==> config.mk <==
export PLATFORM = sky130hd
export DESIGN_NAME = semu_core
export DESIGN_NICKNAME = d
export VERILOG_FILES = /design/src/hw/semu_pkg.sv /design/src/hw/semu_outbox.sv /design/src/hw/semu_inbox.sv /design/src/hw/semu_core.sv
export SDC_FILE = /design/constraint.sdc
export NUM_CORES = 1
export LEC_CHECK = 0
export BUFFER_PORTS_ARGS = -buffer_cell sky130_fd_sc_hd__buf_2
export CAP_MARGIN = 20
export CORE_MARGIN = 2
export CORE_UTILIZATION = 51
export CTS_CLUSTER_DIAMETER = 200
export CTS_CLUSTER_SIZE = 28
export DETAILED_ROUTE_END_ITERATION = 8
export PLACE_DENSITY = 0.83
export SYNTH_ARGS = -nofsm -noshare
export SYNTH_HDL_FRONTEND = slang
export SYNTH_SLANG_ARGS = --single-unit
==> constraint.sdc <==
create_clock -name core_clk -period 3 [get_ports core_clk]
set_clock_uncertainty 0.2 [all_clocks]
set_input_delay 0.6 -clock core_clk [delete_from_list [all_inputs] [get_ports core_clk]]
set_output_delay 0.6 -clock core_clk [all_outputs]
set_load 0.01 [all_outputs]
==> src/hw/semu_pkg.sv <==
/*
  semu_pkg: shared constants of the event and mailbox unit.
  assumes: included by every design file of the unit; no other deps.
*/
package semu_pkg;

  // ----------------------------------------------------------------------
  // widths and depths
  // ----------------------------------------------------------------------
  localparam int unsigned SEMU_DATA_W      = 32;
  localparam int unsigned SEMU_INBOX_DEPTH = 4;
  localparam int unsigned SEMU_CNT_W       = 3;
  localparam int unsigned SEMU_CHAN_W      = 7;
  localparam int unsigned SEMU_ADDR_W      = 8;

  // ----------------------------------------------------------------------
  // element-side channel numbers
  // ----------------------------------------------------------------------
  localparam logic [6:0] SEMU_CH_EV_STATUS  = 7'h00;
  localparam logic [6:0] SEMU_CH_EV_MASK_WR = 7'h01;
  localparam logic [6:0] SEMU_CH_EV_ACK_WR  = 7'h02;
  localparam logic [6:0] SEMU_CH_EV_MASK_RD = 7'h0b;
  localparam logic [6:0] SEMU_CH_OUT_MBOX   = 7'h1c;
  localparam logic [6:0] SEMU_CH_IN_MBOX    = 7'h1d;
  localparam logic [6:0] SEMU_CH_OUT_IMBOX  = 7'h1e;

  // ----------------------------------------------------------------------
  // memory-mapped register offsets (byte addresses)
  // ----------------------------------------------------------------------
  localparam logic [7:0] SEMU_OFS_OUT_MBOX  = 8'h00;
  localparam logic [7:0] SEMU_OFS_OUT_IMBOX = 8'h04;
  localparam logic [7:0] SEMU_OFS_IN_MBOX   = 8'h08;
  localparam logic [7:0] SEMU_OFS_MBOX_STAT = 8'h0c;
  localparam logic [7:0] SEMU_OFS_PRIV_CTRL = 8'h10;
  localparam logic [7:0] SEMU_OFS_PENDING   = 8'h14;

  // privileged control: attention request bit (lsb numbering)
  localparam int unsigned SEMU_PRIV_ATTN_POS = 0;

  // ----------------------------------------------------------------------
  // event bits: bit n (msb = 0) sits at vector index 31-n
  // ----------------------------------------------------------------------
  localparam int unsigned SEMU_EV_MS   = 31 - 19;  // multisource sync
  localparam int unsigned SEMU_EV_ATTN = 31 - 20;  // privileged attention
  localparam int unsigned SEMU_EV_OUT  = 31 - 24;  // outbound available
  localparam int unsigned SEMU_EV_OUTI = 31 - 25;  // outbound intr avail
  localparam int unsigned SEMU_EV_IN   = 31 - 27;  // inbound available
  // twelve defined events; bits 0:18 and 29 reserved
  localparam logic [31:0] SEMU_EV_VALID = 32'h0000_1ffb;

  // ----------------------------------------------------------------------
  // reset values
  // ----------------------------------------------------------------------
  localparam logic [31:0] SEMU_MASK_RST = 32'h0000_0000;
  localparam logic [31:0] SEMU_PEND_RST = 32'h0000_0000;

endpackage : semu_pkg

==> src/hw/semu_outbox.sv <==
/*
  semu_outbox: one-entry mailbox holding one word.
  assumes: writer only writes while empty; reader pops by rd_en.
*/
`timescale 1ns/1ps
module semu_outbox #(
  parameter int unsigned W = 32
) (
  input  wire logic         core_clk,
  input  wire logic         reset,
  input  wire logic         wr_en,
  input  wire logic [W-1:0] wr_data,
  input  wire logic         rd_en,
  output logic              full,
  output logic [W-1:0]      data
);
  import semu_pkg::*;

  // ----------------------------------------------------------------------
  // storage
  // ----------------------------------------------------------------------
  // write is refused while full; pop frees the slot
  always_ff @(posedge core_clk) begin
    if (reset) begin
      full <= 1'b0;
    end else if (wr_en && !full) begin
      full <= 1'b1;
    end else if (rd_en) begin
      full <= 1'b0;
    end
  end

  // data word, kept after pop
  always_ff @(posedge core_clk) begin
    if (reset) begin
      data <= '0;
    end else if (wr_en && !full) begin
      data <= wr_data;
    end
  end

endmodule : semu_outbox

==> src/hw/semu_inbox.sv <==
/*
  semu_inbox: small first-in first-out mailbox queue.
  assumes: push while full is dropped; pop while empty is ignored.
*/
`timescale 1ns/1ps
module semu_inbox #(
  parameter int unsigned W     = 32,
  parameter int unsigned DEPTH = 4
) (
  input  wire logic                   core_clk,
  input  wire logic                   reset,
  input  wire logic                   push,
  input  wire logic [W-1:0]           push_data,
  input  wire logic                   pop,
  output logic [W-1:0]                head,
  output logic [$clog2(DEPTH+1)-1:0]  count
);
  import semu_pkg::*;

  localparam int unsigned PW = $clog2(DEPTH);

  logic [W-1:0]  mem [DEPTH];
  logic [PW-1:0] wp_r;
  logic [PW-1:0] rp_r;
  logic          do_push;
  logic          do_pop;

  // ----------------------------------------------------------------------
  // pointers and count
  // ----------------------------------------------------------------------
  assign do_push = push && (count != DEPTH[$clog2(DEPTH+1)-1:0]);
  assign do_pop  = pop && (count != '0);
  assign head    = mem[rp_r];

  // pointers wrap; depth is a power of two
  always_ff @(posedge core_clk) begin
    if (reset) begin
      wp_r  <= '0;
      rp_r  <= '0;
      count <= '0;
    end else begin
      if (do_push) wp_r <= wp_r + 1'b1;
      if (do_pop)  rp_r <= rp_r + 1'b1;
      if (do_push && !do_pop)      count <= count + 1'b1;
      else if (do_pop && !do_push) count <= count - 1'b1;
    end
  end

  // entry storage
  always_ff @(posedge core_clk) begin
    if (do_push) mem[wp_r] <= push_data;
  end

endmodule : semu_inbox

==> src/hw/semu_core.sv <==
/*
  semu_core: event tracking and mailbox unit of one processing element.
  assumes: element core issues channel requests held until ch_ack;
  control processor issues one-cycle mmio strobes; single core clock.
*/
// What this block does
// - mailbox messages are 32-bit queued words
// - two one-entry outbound mailboxes, plain and interrupting
// - one four-entry inbound mailbox to element
// - outbound interrupt not ordered behind earlier commands
// - event channels 0,1,2,11 share one layout
// - 32-bit event words, twelve events, 0:18 reserved
// - sync request completion pends bit 19
// - attention request bit write pends bit 20
// - acknowledging bit 20 clears attention request
// - enabled unmasked pending event raises element interrupt
// - pending register hidden, visible to control processor
// - inbound mail arrival into an empty inbox sets mailbox event
// - status read stalls until enabled event pending
// - every event latches pending regardless of mask
// - status read returns mask AND pending
// - inbound count zero to nonzero pends bit 27
// - plain outbound mailbox read while full (full to empty) pends bit 24
`timescale 1ns/1ps
module semu_core (
  input  wire logic                              core_clk,
  input  wire logic                              reset,
  // element-side channel port
  input  wire logic                              ch_req,
  input  wire logic                              ch_wr,
  input  wire logic [semu_pkg::SEMU_CHAN_W-1:0]  ch_num,
  input  wire logic [semu_pkg::SEMU_DATA_W-1:0]  ch_wdata,
  output logic                                   ch_ack_r,
  output logic [semu_pkg::SEMU_DATA_W-1:0]       ch_rdata_r,
  output logic                                   stat_cnt_r,
  output logic [semu_pkg::SEMU_CNT_W-1:0]        inbox_cnt_r,
  // element interrupt
  input  wire logic                              elem_int_en,
  output logic                                   elem_irq_r,
  // control-processor memory-mapped port
  input  wire logic                              mmio_rd,
  input  wire logic                              mmio_wr,
  input  wire logic [semu_pkg::SEMU_ADDR_W-1:0]  mmio_addr,
  input  wire logic [semu_pkg::SEMU_DATA_W-1:0]  mmio_wdata,
  output logic                                   mmio_ack_r,
  output logic [semu_pkg::SEMU_DATA_W-1:0]       mmio_rdata_r,
  output logic                                   ctrl_irq_r,
  // event sources
  input  wire logic                              sync_done,
  input  wire logic [semu_pkg::SEMU_DATA_W-1:0]  ext_event
);
  import semu_pkg::*;

  // ----------------------------------------------------------------------
  // declarations
  // ----------------------------------------------------------------------
  logic [31:0]           mask_r;
  logic [31:0]           pend_r;
  logic [31:0]           pend_nxt;
  logic                  attn_r;
  logic [31:0]           stat_w;
  logic                  ch_go;
  logic                  ch_ready;
  logic [31:0]           ch_rdata_nxt;
  logic [31:0]           ev_set;
  logic [31:0]           ev_clr;
  logic                  ob_full;
  logic [31:0]           ob_data;
  logic                  obi_full;
  logic [31:0]           obi_data;
  logic [31:0]           ib_head;
  logic [SEMU_CNT_W-1:0] ib_cnt;
  logic                  ob_wr;
  logic                  obi_wr;
  logic                  ob_pop;
  logic                  obi_pop;
  logic                  ib_push;
  logic                  ib_pop;
  logic                  attn_wr;
  logic [31:0]           mmio_rdata_nxt;
  logic [31:0]           mbox_stat;

  // ----------------------------------------------------------------------
  // mailbox queues
  // ----------------------------------------------------------------------
  // plain outbound mailbox, one word
  semu_outbox #(
    .W       (SEMU_DATA_W)
  ) u_out_mbox (
    .core_clk (core_clk),
    .reset    (reset),
    .wr_en    (ob_wr),
    .wr_data  (ch_wdata),
    .rd_en    (ob_pop),
    .full     (ob_full),
    .data     (ob_data)
  );

  // interrupting outbound mailbox, one word
  semu_outbox #(
    .W       (SEMU_DATA_W)
  ) u_out_imbox (
    .core_clk (core_clk),
    .reset    (reset),
    .wr_en    (obi_wr),
    .wr_data  (ch_wdata),
    .rd_en    (obi_pop),
    .full     (obi_full),
    .data     (obi_data)
  );

  // inbound mailbox, four words
  semu_inbox #(
    .W        (SEMU_DATA_W),
    .DEPTH    (SEMU_INBOX_DEPTH)
  ) u_in_mbox (
    .core_clk  (core_clk),
    .reset     (reset),
    .push      (ib_push),
    .push_data (mmio_wdata),
    .pop       (ib_pop),
    .head      (ib_head),
    .count     (ib_cnt)
  );

  // ----------------------------------------------------------------------
  // mmio strobe decode
  // ----------------------------------------------------------------------
  // outside reads pop outbound words
  assign ob_pop  = mmio_rd && (mmio_addr == SEMU_OFS_OUT_MBOX);
  assign obi_pop = mmio_rd && (mmio_addr == SEMU_OFS_OUT_IMBOX);
  // outside writes push inbound words
  assign ib_push = mmio_wr && (mmio_addr == SEMU_OFS_IN_MBOX);
  assign attn_wr = mmio_wr && (mmio_addr == SEMU_OFS_PRIV_CTRL) &&
                   mmio_wdata[SEMU_PRIV_ATTN_POS];

  // ----------------------------------------------------------------------
  // channel service
  // ----------------------------------------------------------------------
  // status seen by the element: mask AND pending
  assign stat_w = mask_r & pend_r;

  // readiness per channel; blocking reads and full writes stall
  always_comb begin
    ch_ready = 1'b1;
    if (!ch_wr && ch_num == SEMU_CH_EV_STATUS) begin
      ch_ready = |stat_w;
    end else if (!ch_wr && ch_num == SEMU_CH_IN_MBOX) begin
      ch_ready = (ib_cnt != '0);
    end else if (ch_wr && ch_num == SEMU_CH_OUT_MBOX) begin
      ch_ready = !ob_full;
    end else if (ch_wr && ch_num == SEMU_CH_OUT_IMBOX) begin
      ch_ready = !obi_full;
    end
  end

  // one service per request; the ack cycle blocks a repeat
  assign ch_go  = ch_req && ch_ready && !ch_ack_r;
  assign ob_wr  = ch_go && ch_wr && (ch_num == SEMU_CH_OUT_MBOX);
  assign obi_wr = ch_go && ch_wr && (ch_num == SEMU_CH_OUT_IMBOX);
  assign ib_pop = ch_go && !ch_wr && (ch_num == SEMU_CH_IN_MBOX);

  // read data mux over the channel numbers
  always_comb begin
    ch_rdata_nxt = '0;
    unique case (ch_num)
      SEMU_CH_EV_STATUS:  ch_rdata_nxt = stat_w;
      SEMU_CH_EV_MASK_RD: ch_rdata_nxt = mask_r;
      SEMU_CH_IN_MBOX:    ch_rdata_nxt = ib_head;
      default:            ch_rdata_nxt = '0;
    endcase
  end

  // channel answer registers
  always_ff @(posedge core_clk) begin
    if (reset) begin
      ch_ack_r   <= 1'b0;
      ch_rdata_r <= '0;
    end else begin
      ch_ack_r <= ch_go;
      if (ch_go && !ch_wr) ch_rdata_r <= ch_rdata_nxt;
    end
  end

  // event mask, reserved bits held at zero
  always_ff @(posedge core_clk) begin
    if (reset) begin
      mask_r <= SEMU_MASK_RST;
    end else if (ch_go && ch_wr && ch_num == SEMU_CH_EV_MASK_WR) begin
      mask_r <= ch_wdata & SEMU_EV_VALID;
    end
  end

  // ----------------------------------------------------------------------
  // event sources and pending register
  // ----------------------------------------------------------------------
  // each source pulse sets its bit, msb-first numbering
  always_comb begin
    ev_set               = ext_event & SEMU_EV_VALID;
    ev_set[SEMU_EV_MS]   = sync_done;
    ev_set[SEMU_EV_ATTN] = attn_wr;
    ev_set[SEMU_EV_OUT]  = ob_pop && ob_full;
    ev_set[SEMU_EV_OUTI] = obi_pop && obi_full;
    ev_set[SEMU_EV_IN]   = ib_push && (ib_cnt == '0);
  end

  // acknowledge clears named bits so events can fire again
  assign ev_clr = (ch_go && ch_wr && ch_num == SEMU_CH_EV_ACK_WR) ?
                  ch_wdata : '0;

  // set wins over clear; mask plays no part in latching
  assign pend_nxt = ((pend_r & ~ev_clr) | ev_set) & SEMU_EV_VALID;

  // hidden pending register
  always_ff @(posedge core_clk) begin
    if (reset) begin
      pend_r <= SEMU_PEND_RST;
    end else begin
      pend_r <= pend_nxt;
    end
  end

  // privileged attention request bit
  always_ff @(posedge core_clk) begin
    if (reset) begin
      attn_r <= 1'b0;
    end else if (attn_wr) begin
      attn_r <= 1'b1;
    end else if (ev_clr[SEMU_EV_ATTN]) begin
      attn_r <= 1'b0;
    end
  end

  // ----------------------------------------------------------------------
  // interrupts and channel counts
  // ----------------------------------------------------------------------
  // element interrupt from any enabled pending event
  always_ff @(posedge core_clk) begin
    if (reset) begin
      elem_irq_r <= 1'b0;
    end else begin
      elem_irq_r <= elem_int_en && |(mask_r & pend_nxt);
    end
  end

  // interrupt mailbox write pulse, not held for earlier commands
  always_ff @(posedge core_clk) begin
    if (reset) begin
      ctrl_irq_r <= 1'b0;
    end else begin
      ctrl_irq_r <= obi_wr;
    end
  end

  // status and inbound channel counts
  always_ff @(posedge core_clk) begin
    if (reset) begin
      stat_cnt_r  <= 1'b0;
      inbox_cnt_r <= '0;
    end else begin
      stat_cnt_r  <= |(mask_r & pend_nxt);
      inbox_cnt_r <= ib_cnt;
    end
  end

  // ----------------------------------------------------------------------
  // mmio read side
  // ----------------------------------------------------------------------
  // mailbox status: outbound fulls and inbound count
  assign mbox_stat = {{(32-SEMU_CNT_W-2){1'b0}}, ib_cnt, obi_full, ob_full};

  // read mux; unmapped offsets read zero
  always_comb begin
    mmio_rdata_nxt = '0;
    unique case (mmio_addr)
      SEMU_OFS_OUT_MBOX:  mmio_rdata_nxt = ob_data;
      SEMU_OFS_OUT_IMBOX: mmio_rdata_nxt = obi_data;
      SEMU_OFS_MBOX_STAT: mmio_rdata_nxt = mbox_stat;
      SEMU_OFS_PRIV_CTRL: mmio_rdata_nxt = {31'h0, attn_r};
      SEMU_OFS_PENDING:   mmio_rdata_nxt = pend_r;
      default:            mmio_rdata_nxt = '0;
    endcase
  end

  // every strobe is answered one cycle later
  always_ff @(posedge core_clk) begin
    if (reset) begin
      mmio_ack_r   <= 1'b0;
      mmio_rdata_r <= '0;
    end else begin
      mmio_ack_r <= mmio_rd || mmio_wr;
      if (mmio_rd) mmio_rdata_r <= mmio_rdata_nxt;
    end
  end

endmodule : semu_core

==> results list, run 1 <==
* Wire length of the first global-routing pass: roughly 44000 um
- Fraction of final layout cells sized beyond drive strength 1: 0.284
* Y dimension of the die: 157 um
- Sequential-to-total area share from yosys stat: 0.612
- The run finished with clean final reports.
* Max-slew headroom at the worst pin: 0.304
- The share of synthesized area in the top cell type comes to 0.323.
- By area the synthesized netlist is led by edfxtp_1, dfxtp_1, mux4_2, nand2_1, a21oi_1.
- Class of the tightest hold or removal check: input pin to register
- Number of nets produced by synthesis: about 1200
- Full die area: around 25000 um^2
* Number of detailed-route iterations in the first pass: 5
- Yosys instantiated no cell more often than dfxtp_1.
* Cell count of the worst reg-to-reg path: 11
- H-Tree Depth: 1
- The max-slew violation count came to 0.
- Overall Global Routing Usage: 0.229
- The floorplan step defined a core boundary enclosing approximately 23000 um^2.
- Total clock sinks: 300
- Timing analysis after detailed placement gives a worst setup slack of -0.432 ns.
- The number of antenna violations at the first check in global routing came to 5.
* Drc violations: 0
- The number of different library cells used by synthesis comes to 57.
- After floorplanning, the core was divided into 55 placement rows.
- Highest clock rate: 341 MHz
- The critical path starts at ch_num[6].
- between 150 and 200 I/O pins were placed.
- The setup path with the least slack is of type input pin to register.
- Congestion Overflow GR: 0
- STA classifies the critical path endpoint as a register.
- Hold repair after CTS inserted 0 buffers.
* Antenna viol nets, final: 0
* TritonCTS clock tree: done
- Setup repair after global routing could not meet its margin everywhere.
* Launching element type of the critical path: input pin
- Via count of the first global-routing pass: 8406
- Input and output buffers added on the ports amount to 165.
- For this design the static power due to leakage is a little over 5 nW.
* Clock buffer count from CTS: 14
- Setup slack on the worst reg-to-reg path comes out at between 0.2 and 0.25 ns.
- At the worst endpoint, the arrival time is around 3.2 ns.
- The HPWL after detailed placement is roughly 20000 um.
* Largest net degree at the start of global routing: 56
* Required time at the worst-slack endpoint: between 3 and 4 ns
* Initial core utilization: 0.523
- The critical path ends at u_in_mbox.count[2].
- Synthesis-to-layout area growth: 16.3%
- FF-to-FF Start: mask_r[3]
- Root buffer selected by CTS: clkbuf_16
* Post-route clock period utilization: 0.978
* Aggregate negative setup slack: 0 ns
- Detailed-route via count: around 9000
* Initial drt markers: 787
* Top cells by count, synth: dfxtp_1, nand2_1, edfxtp_1, a21oi_1, nor2_1
- Post-layout min period: 2.94 ns
- PnR worst setup slack: approximately 0.065 ns
- At the later pin of the worst-skew pair, clock insertion delay measures between 0.5 and 0.6 ns.
- The die is 157 um wide.
- Proportion of register bits with asynchronous set or reset after synthesis: 0
- Post-layout net count: approximately 1300
- CP Cell Sequence: buf_6 -> or4_4 -> nor4_4 -> and4_4 -> nor2_4 -> nand2_4 -> ha_4 -> inv_2 -> fa_2 -> xor2_1 -> or3_1 -> a21oi_2
- In this run the critical register-to-register path is captured at u_in_mbox.count[2].
- RD Place Congestion: between 0.8 and 0.9
- Crit Path Max Fanout: 2
* Synth warn: 0
* EDFF count, synth: 128
- In the final routed layout, each cell accounts on average for around 19 um.
* Library cell with the largest summed area after synthesis: edfxtp_1
- Dominant synthesized flop cell: dfxtp_1
* Count of endpoints failing hold in the final timing report: 0
- For the pin with the worst max-slew slack, the measured transition is ~1.0 ns.
- After clock tree synthesis, the clock-pin slew on the worst setup and hold paths is between 0.1 and 0.15 ns.
* Number of instances in the synthesized netlist: ~1000
- P per Cell Area: roughly 500 nW/um^2
- On the worst path, the slowest cell contributes a delay of between 0.5 and 0.6 ns.
- Post-synthesis average cell area: 11.5 um^2
- Synthesized flop and latch total: 300
- DRT Wirelength: between 20000 and 30000 um
* Maximum VDD drop: ~620 uV
- Post-detailed-route via-to-cell ratio: between 5 and 6
* Mapped cell area: 11900 um^2
- Among all stages on the critical path, the largest delay is contributed by or4_4.
- The tool flagged a number of max-cap violations equal to 0.
- Setup violations remaining at the end of the flow were counted as 0.
* Clock Path Buffers: 3
## placed cells by master, fill, tap and decap left out, types with 11 or more instances in the layout
cell type  synthesis  final
a21oi_1          102    101
nand2_1          164    163
buf_4              1     55
a221oi_1          24     24
mux4_2            33     33
o21ai_0           17     17
nor3_1            26     26
buf_2             11    162
edfxtp_1         128    128
nand3_1           30     30
a21oi_2           10     11
clkbuf_16          0     15
mux2i_1           18     18
dfxtp_1          172    171
nor2_1            89     89
a21o_1            12     12
## registers in the layout, summed over array words and instances (netlist names), named ones only
signal / flops
u_in_mbox.mem: 128
ch_rdata_r: 32
mmio_rdata_r: 32
u_out_imbox.data: 32
u_out_mbox.data: 32
mask_r: 12
pend_r: 12
inbox_cnt_r: 3
u_in_mbox.count: 3
u_in_mbox.rp_r: 2
u_in_mbox.wp_r: 2
attn_r: 1
ch_ack_r: 1
ctrl_irq_r: 1
elem_irq_r: 1
mmio_ack_r: 1
stat_cnt_r: 1
u_out_imbox.full: 1
u_out_mbox.full: 1
## cell families (layout without fill, tap and decap cells)
family                   after synthesis  count (layout)  share of synthesized area
buffers and inverters                 80             255                     0.0286
AND/OR/NAND/NOR                      377             377                      0.147
XOR/XNOR                               4               4                    0.00294
multiplexers                          62              62                     0.0879
other                                  0               6                          0
AO/OA/AOI/OAI                        204             204                      0.115
adder cells (fa/ha/maj)                6               6                    0.00693
flip-flops                           300             300                      0.612
## per-layer routing
layer | vias to the layer above | GRT usage | routed length, um
li1 | 4094 | - | -
met1 | 4213 | 0.291 | 11600
met2 | 386 | 0.403 | 14500
met3 | 49 | 0.0413 | 2180
met4 | 0 | 0.0638 | 708
met5 | - | 0 | 0
## metrics by stage
step	power (mW)	std cells	utilization	area, um^2	hold slack [ns]
floorplan	4.57	1033	-	11900	0.229
global placement	4.76	1498	0.587	13400	0.234
detailed placement	4.77	1498	0.587	13400	0.243
CTS	6.85	1518	0.605	13800	0.0996
global route	7.01	1523	0.608	13800	0.109
finish	6.83	1527	0.608	13900	0.102
## repair_timing
item                                    CTS  global route
setup buffers                             0             3
endpoints found under the setup margin    0             1
gates resized for setup                   0            10
## power breakdown
part           leakage [nW]  internal [mW]  total (mW)  switching [mW]
registers              2.54           4.28        4.30          0.0249
clock network         0.194          0.929        2.15            1.22
logic                  2.40          0.147       0.379           0.232
## how the worst min path moves through the flow
stage          slack, ns                 from  depth (start not counted)              endpoint
2_1_floorplan       0.23  u_out_imbox.data[0]                          2   u_out_imbox.data[0]
3_5_place_dp        0.24  u_out_mbox.data[25]                          2   u_out_mbox.data[25]
5_1_grt             0.11       mmio_wdata[11]                          1  u_in_mbox.mem[1][11]
3_3_place_gp        0.23   u_out_mbox.data[0]                          2    u_out_mbox.data[0]
4_1_cts              0.1       mmio_wdata[11]                          1  u_in_mbox.mem[1][11]
6_report            0.10       mmio_wdata[11]                          1  u_in_mbox.mem[1][11]
## final cells by class
| cell class | instances | area, um^2 |
|---|---|---|
| multi-input combinational | 653 | 4320 |
| fill | 1760 | 8920 |
| sequential | 300 | 7290 |
| inverter | 7 | 26.3 |
| clock buffer | 19 | 390 |
| antenna | 6 | 15.0 |
| tap | 313 | 392 |
| clock inverter | 1 | 8.76 |
| timing repair buffer | 228 | 1420 |
## worst max-delay path, delay by kind of cell
family / cells / cell delay, ns
adders and majority gates: 2 / 0.49
buffers and inverters: 2 / 0.13
xor gates and xnor gates: 1 / 0.17
and+or+nand+nor: 6 / 1.67
AOI/OAI and AO/OA: 1 / 0.11
Power figures use the tool's default switching activity.
==> inputs of run 2 (changes only) <==
Settings changed: CTS_BUF_LIST set to sky130_fd_sc_hd__clkbuf_8 sky130_fd_sc_hd__clkbuf_16, MAX_ROUTING_LAYER set to met4.
==> results list, run 2 (synthesis gave the netlist of run 1 again) <==
* Y dimension of the die: between 150 and 200 um
- Total clock sinks: 300
- Initial core utilization: 0.523
- TritonCTS built the clock tree.
- After detailed routing, the average wire length per cell comes to 18.9 um.
- Worst-Margin Slew: slightly above 1 ns
* Clock latency on the worst-skew pair: ~0.50 ns
- Routability-driven placement finished with a final weighted congestion of 0.905.
- DP Worst Slack: -0.432 ns
- The path class of the tightest hold or removal check is input pin to register.
- After the last flow step, the layout net total stands at about 1300.
* Kind of end point of the critical path: register
- Across all register-to-register paths, the minimum setup slack is roughly 0.19 ns.
- Area taken by multi-input logic gates: between 4000 and 5000 um^2
* Max-slew headroom at the worst pin: 0.325
* Initial antenna violation count: 5
- The finished layout holds between 1500 and 2000 standard cells, fillers aside.
- Largest net degree at the start of global routing: 56
* Wire length of the first global-routing pass: around 44000 um
- Initial drt markers: between 700 and 800
- Global routing finished with a remaining overflow of 0.
- The max-slew violation count is 0.
* Post-route clock period utilization: 0.982
- Summed over all cells, the static leakage comes to roughly 5 nW.
* Io pins: 191
- H-Tree Depth: 1
* Clock buffer count from CTS: 14
* Number of detailed-route iterations in the first pass: 6
- Final-report setup violation count: 0
- The die covers roughly 25000 um^2.
- The hold violation total from the final report came to 0.
- Power spread over the standard cell area amounts to about 490 nW/um^2.
* Most common cell after layout, fill and taps aside: dfxtp_1
* Overall Global Routing Usage: 0.236
- Synthesis-to-layout area growth: 16.3%
- Port Buf Inserts: 165
- The run finished with clean final reports.
- Std-Cell Rows: 55
- Layout filler cell count: 1760
* Placed wire-length estimate: about 20000 um
* Chip width: 157 um
- Of all nets on the critical path, the largest fanout is 2.
- Max FFs per register: 128
* Overall Power: between 6 and 7 mW
- Clock Path Buffers: 3
- STA puts the critical path data required time at 3.23 ns.
* DRT Wirelength: between 20000 and 30000 um
- Detailed-route via count: approximately 8700
* Combined flip-flop and latch cell area: ~7300 um^2
- Launching element type of the critical path: input pin
- Setup repair after global routing could not meet its margin everywhere.
* Core ar.: approximately 23000 um^2
* Via count of the first global-routing pass: 8425
- Number of instances in the placed design: between 1000 and 1500
- Post-layout min period: 2.94 ns
* Post-detailed-route via-to-cell ratio: approximately 5.7
- Highest clock rate: 340 MHz
* Root buffer selected by CTS: clkbuf_16
- After clock tree synthesis, the flow added hold-fix buffers numbering 0.
- STA puts the critical path data arrival time at 3.18 ns.
- Of the cells placed in the final design, the portion with a size suffix greater than 1 is 0.284.
- The tool flagged a number of max-cap violations equal to 0.
- Most flops, register: u_in_mbox.mem
- PnR worst setup slack: between 0.05 and 0.06 ns
* Most frequent cells in the layout: dfxtp_1, nand2_1, buf_2
* Maximum VDD drop: 626 uV
* Start-to-end type of the worst setup path: input pin to register
* Aggregate negative setup slack: 0 ns
- Drc violations: 0
- After clock tree synthesis, the clock-pin slew on the worst setup and hold paths is about 0.12 ns.
* Antenna viol nets, final: 0
-- run 2: cell types whose count changed in the layout (fill, tap and decap cells not counted) --
cell | previous run | this run
inv_1 | 6 | 10
clkbuf_1 | 4 | 0
-- run 2: routing by layer --
layer / vias to the layer above / track usage / wire length [um]
met3: 50 / 0.0396 / 2060
met2: 359 / 0.402 / 14600
met5: - / - / 0
met1: 4251 / 0.293 / 11600
met4: 0 / 0.0638 / 680
li1: 4085 / - / -
-- run 2: timing repair --
action	CTS	global route
setup buffers	0	3
resized for setup	0	10
endpoints found under the setup margin	0	1
-- run 2: cell type report --
type / instances / share of cell area
clock buffers: 15 / 0.0271
well taps: 313 / 0.0283
repair buffers: 228 / 0.102
inverters: 7 / 0.00190
clock inverters: 5 / 0.00172
diodes: 6 / 0.00108
flip-flops and latches: 300 / 0.526
multi-input cells: 653 / 0.312
-- run 2: path summary, 6_finish.rpt --
| path | start | to | depth (start not counted) |
|---|---|---|---|
| setup / recovery | ch_num[6] | u_in_mbox.count[2] | 12 |
| hold / removal | mmio_wdata[11] | u_in_mbox.mem[1][11] | 1 |
| setup reg to reg | mask_r[3] | u_in_mbox.count[2] | 11 |
| hold reg to reg | u_out_imbox.data[6] | u_out_imbox.data[6] | 2 |
-- run 2: critical path, stage by stage --
cell	delay, ns
buf_6	0.09
or4_4	0.55
nor4_4	0.33
and4_4	0.29
nor2_4	0.05
nand2_4	0.09
ha_4	0.15
inv_2	0.04
fa_2	0.34
xor2_1	0.17
or3_1	0.36
a21oi_2	0.11
-- run 2: stage by stage --
stage	utilization	cell area [um^2]	hold slack (ns)
floorplan	-	11900	0.229
global placement	0.587	13400	0.234
detailed placement	0.587	13400	0.243
CTS	0.605	13800	0.0994
global route	0.608	13900	0.109
finish	0.608	13900	0.105
-- run 2: power by group --
| group | total [mW] | leakage (nW) | internal, mW | switching, mW |
|---|---|---|---|---|
| clock | 2.14 | 0.211 | 0.916 | 1.22 |
| combinational | 0.379 | 2.40 | 0.147 | 0.232 |
| sequential | 4.30 | 2.54 | 4.28 | 0.0245 |
| total | 6.82 | 5.15 | 5.34 | 1.48 |
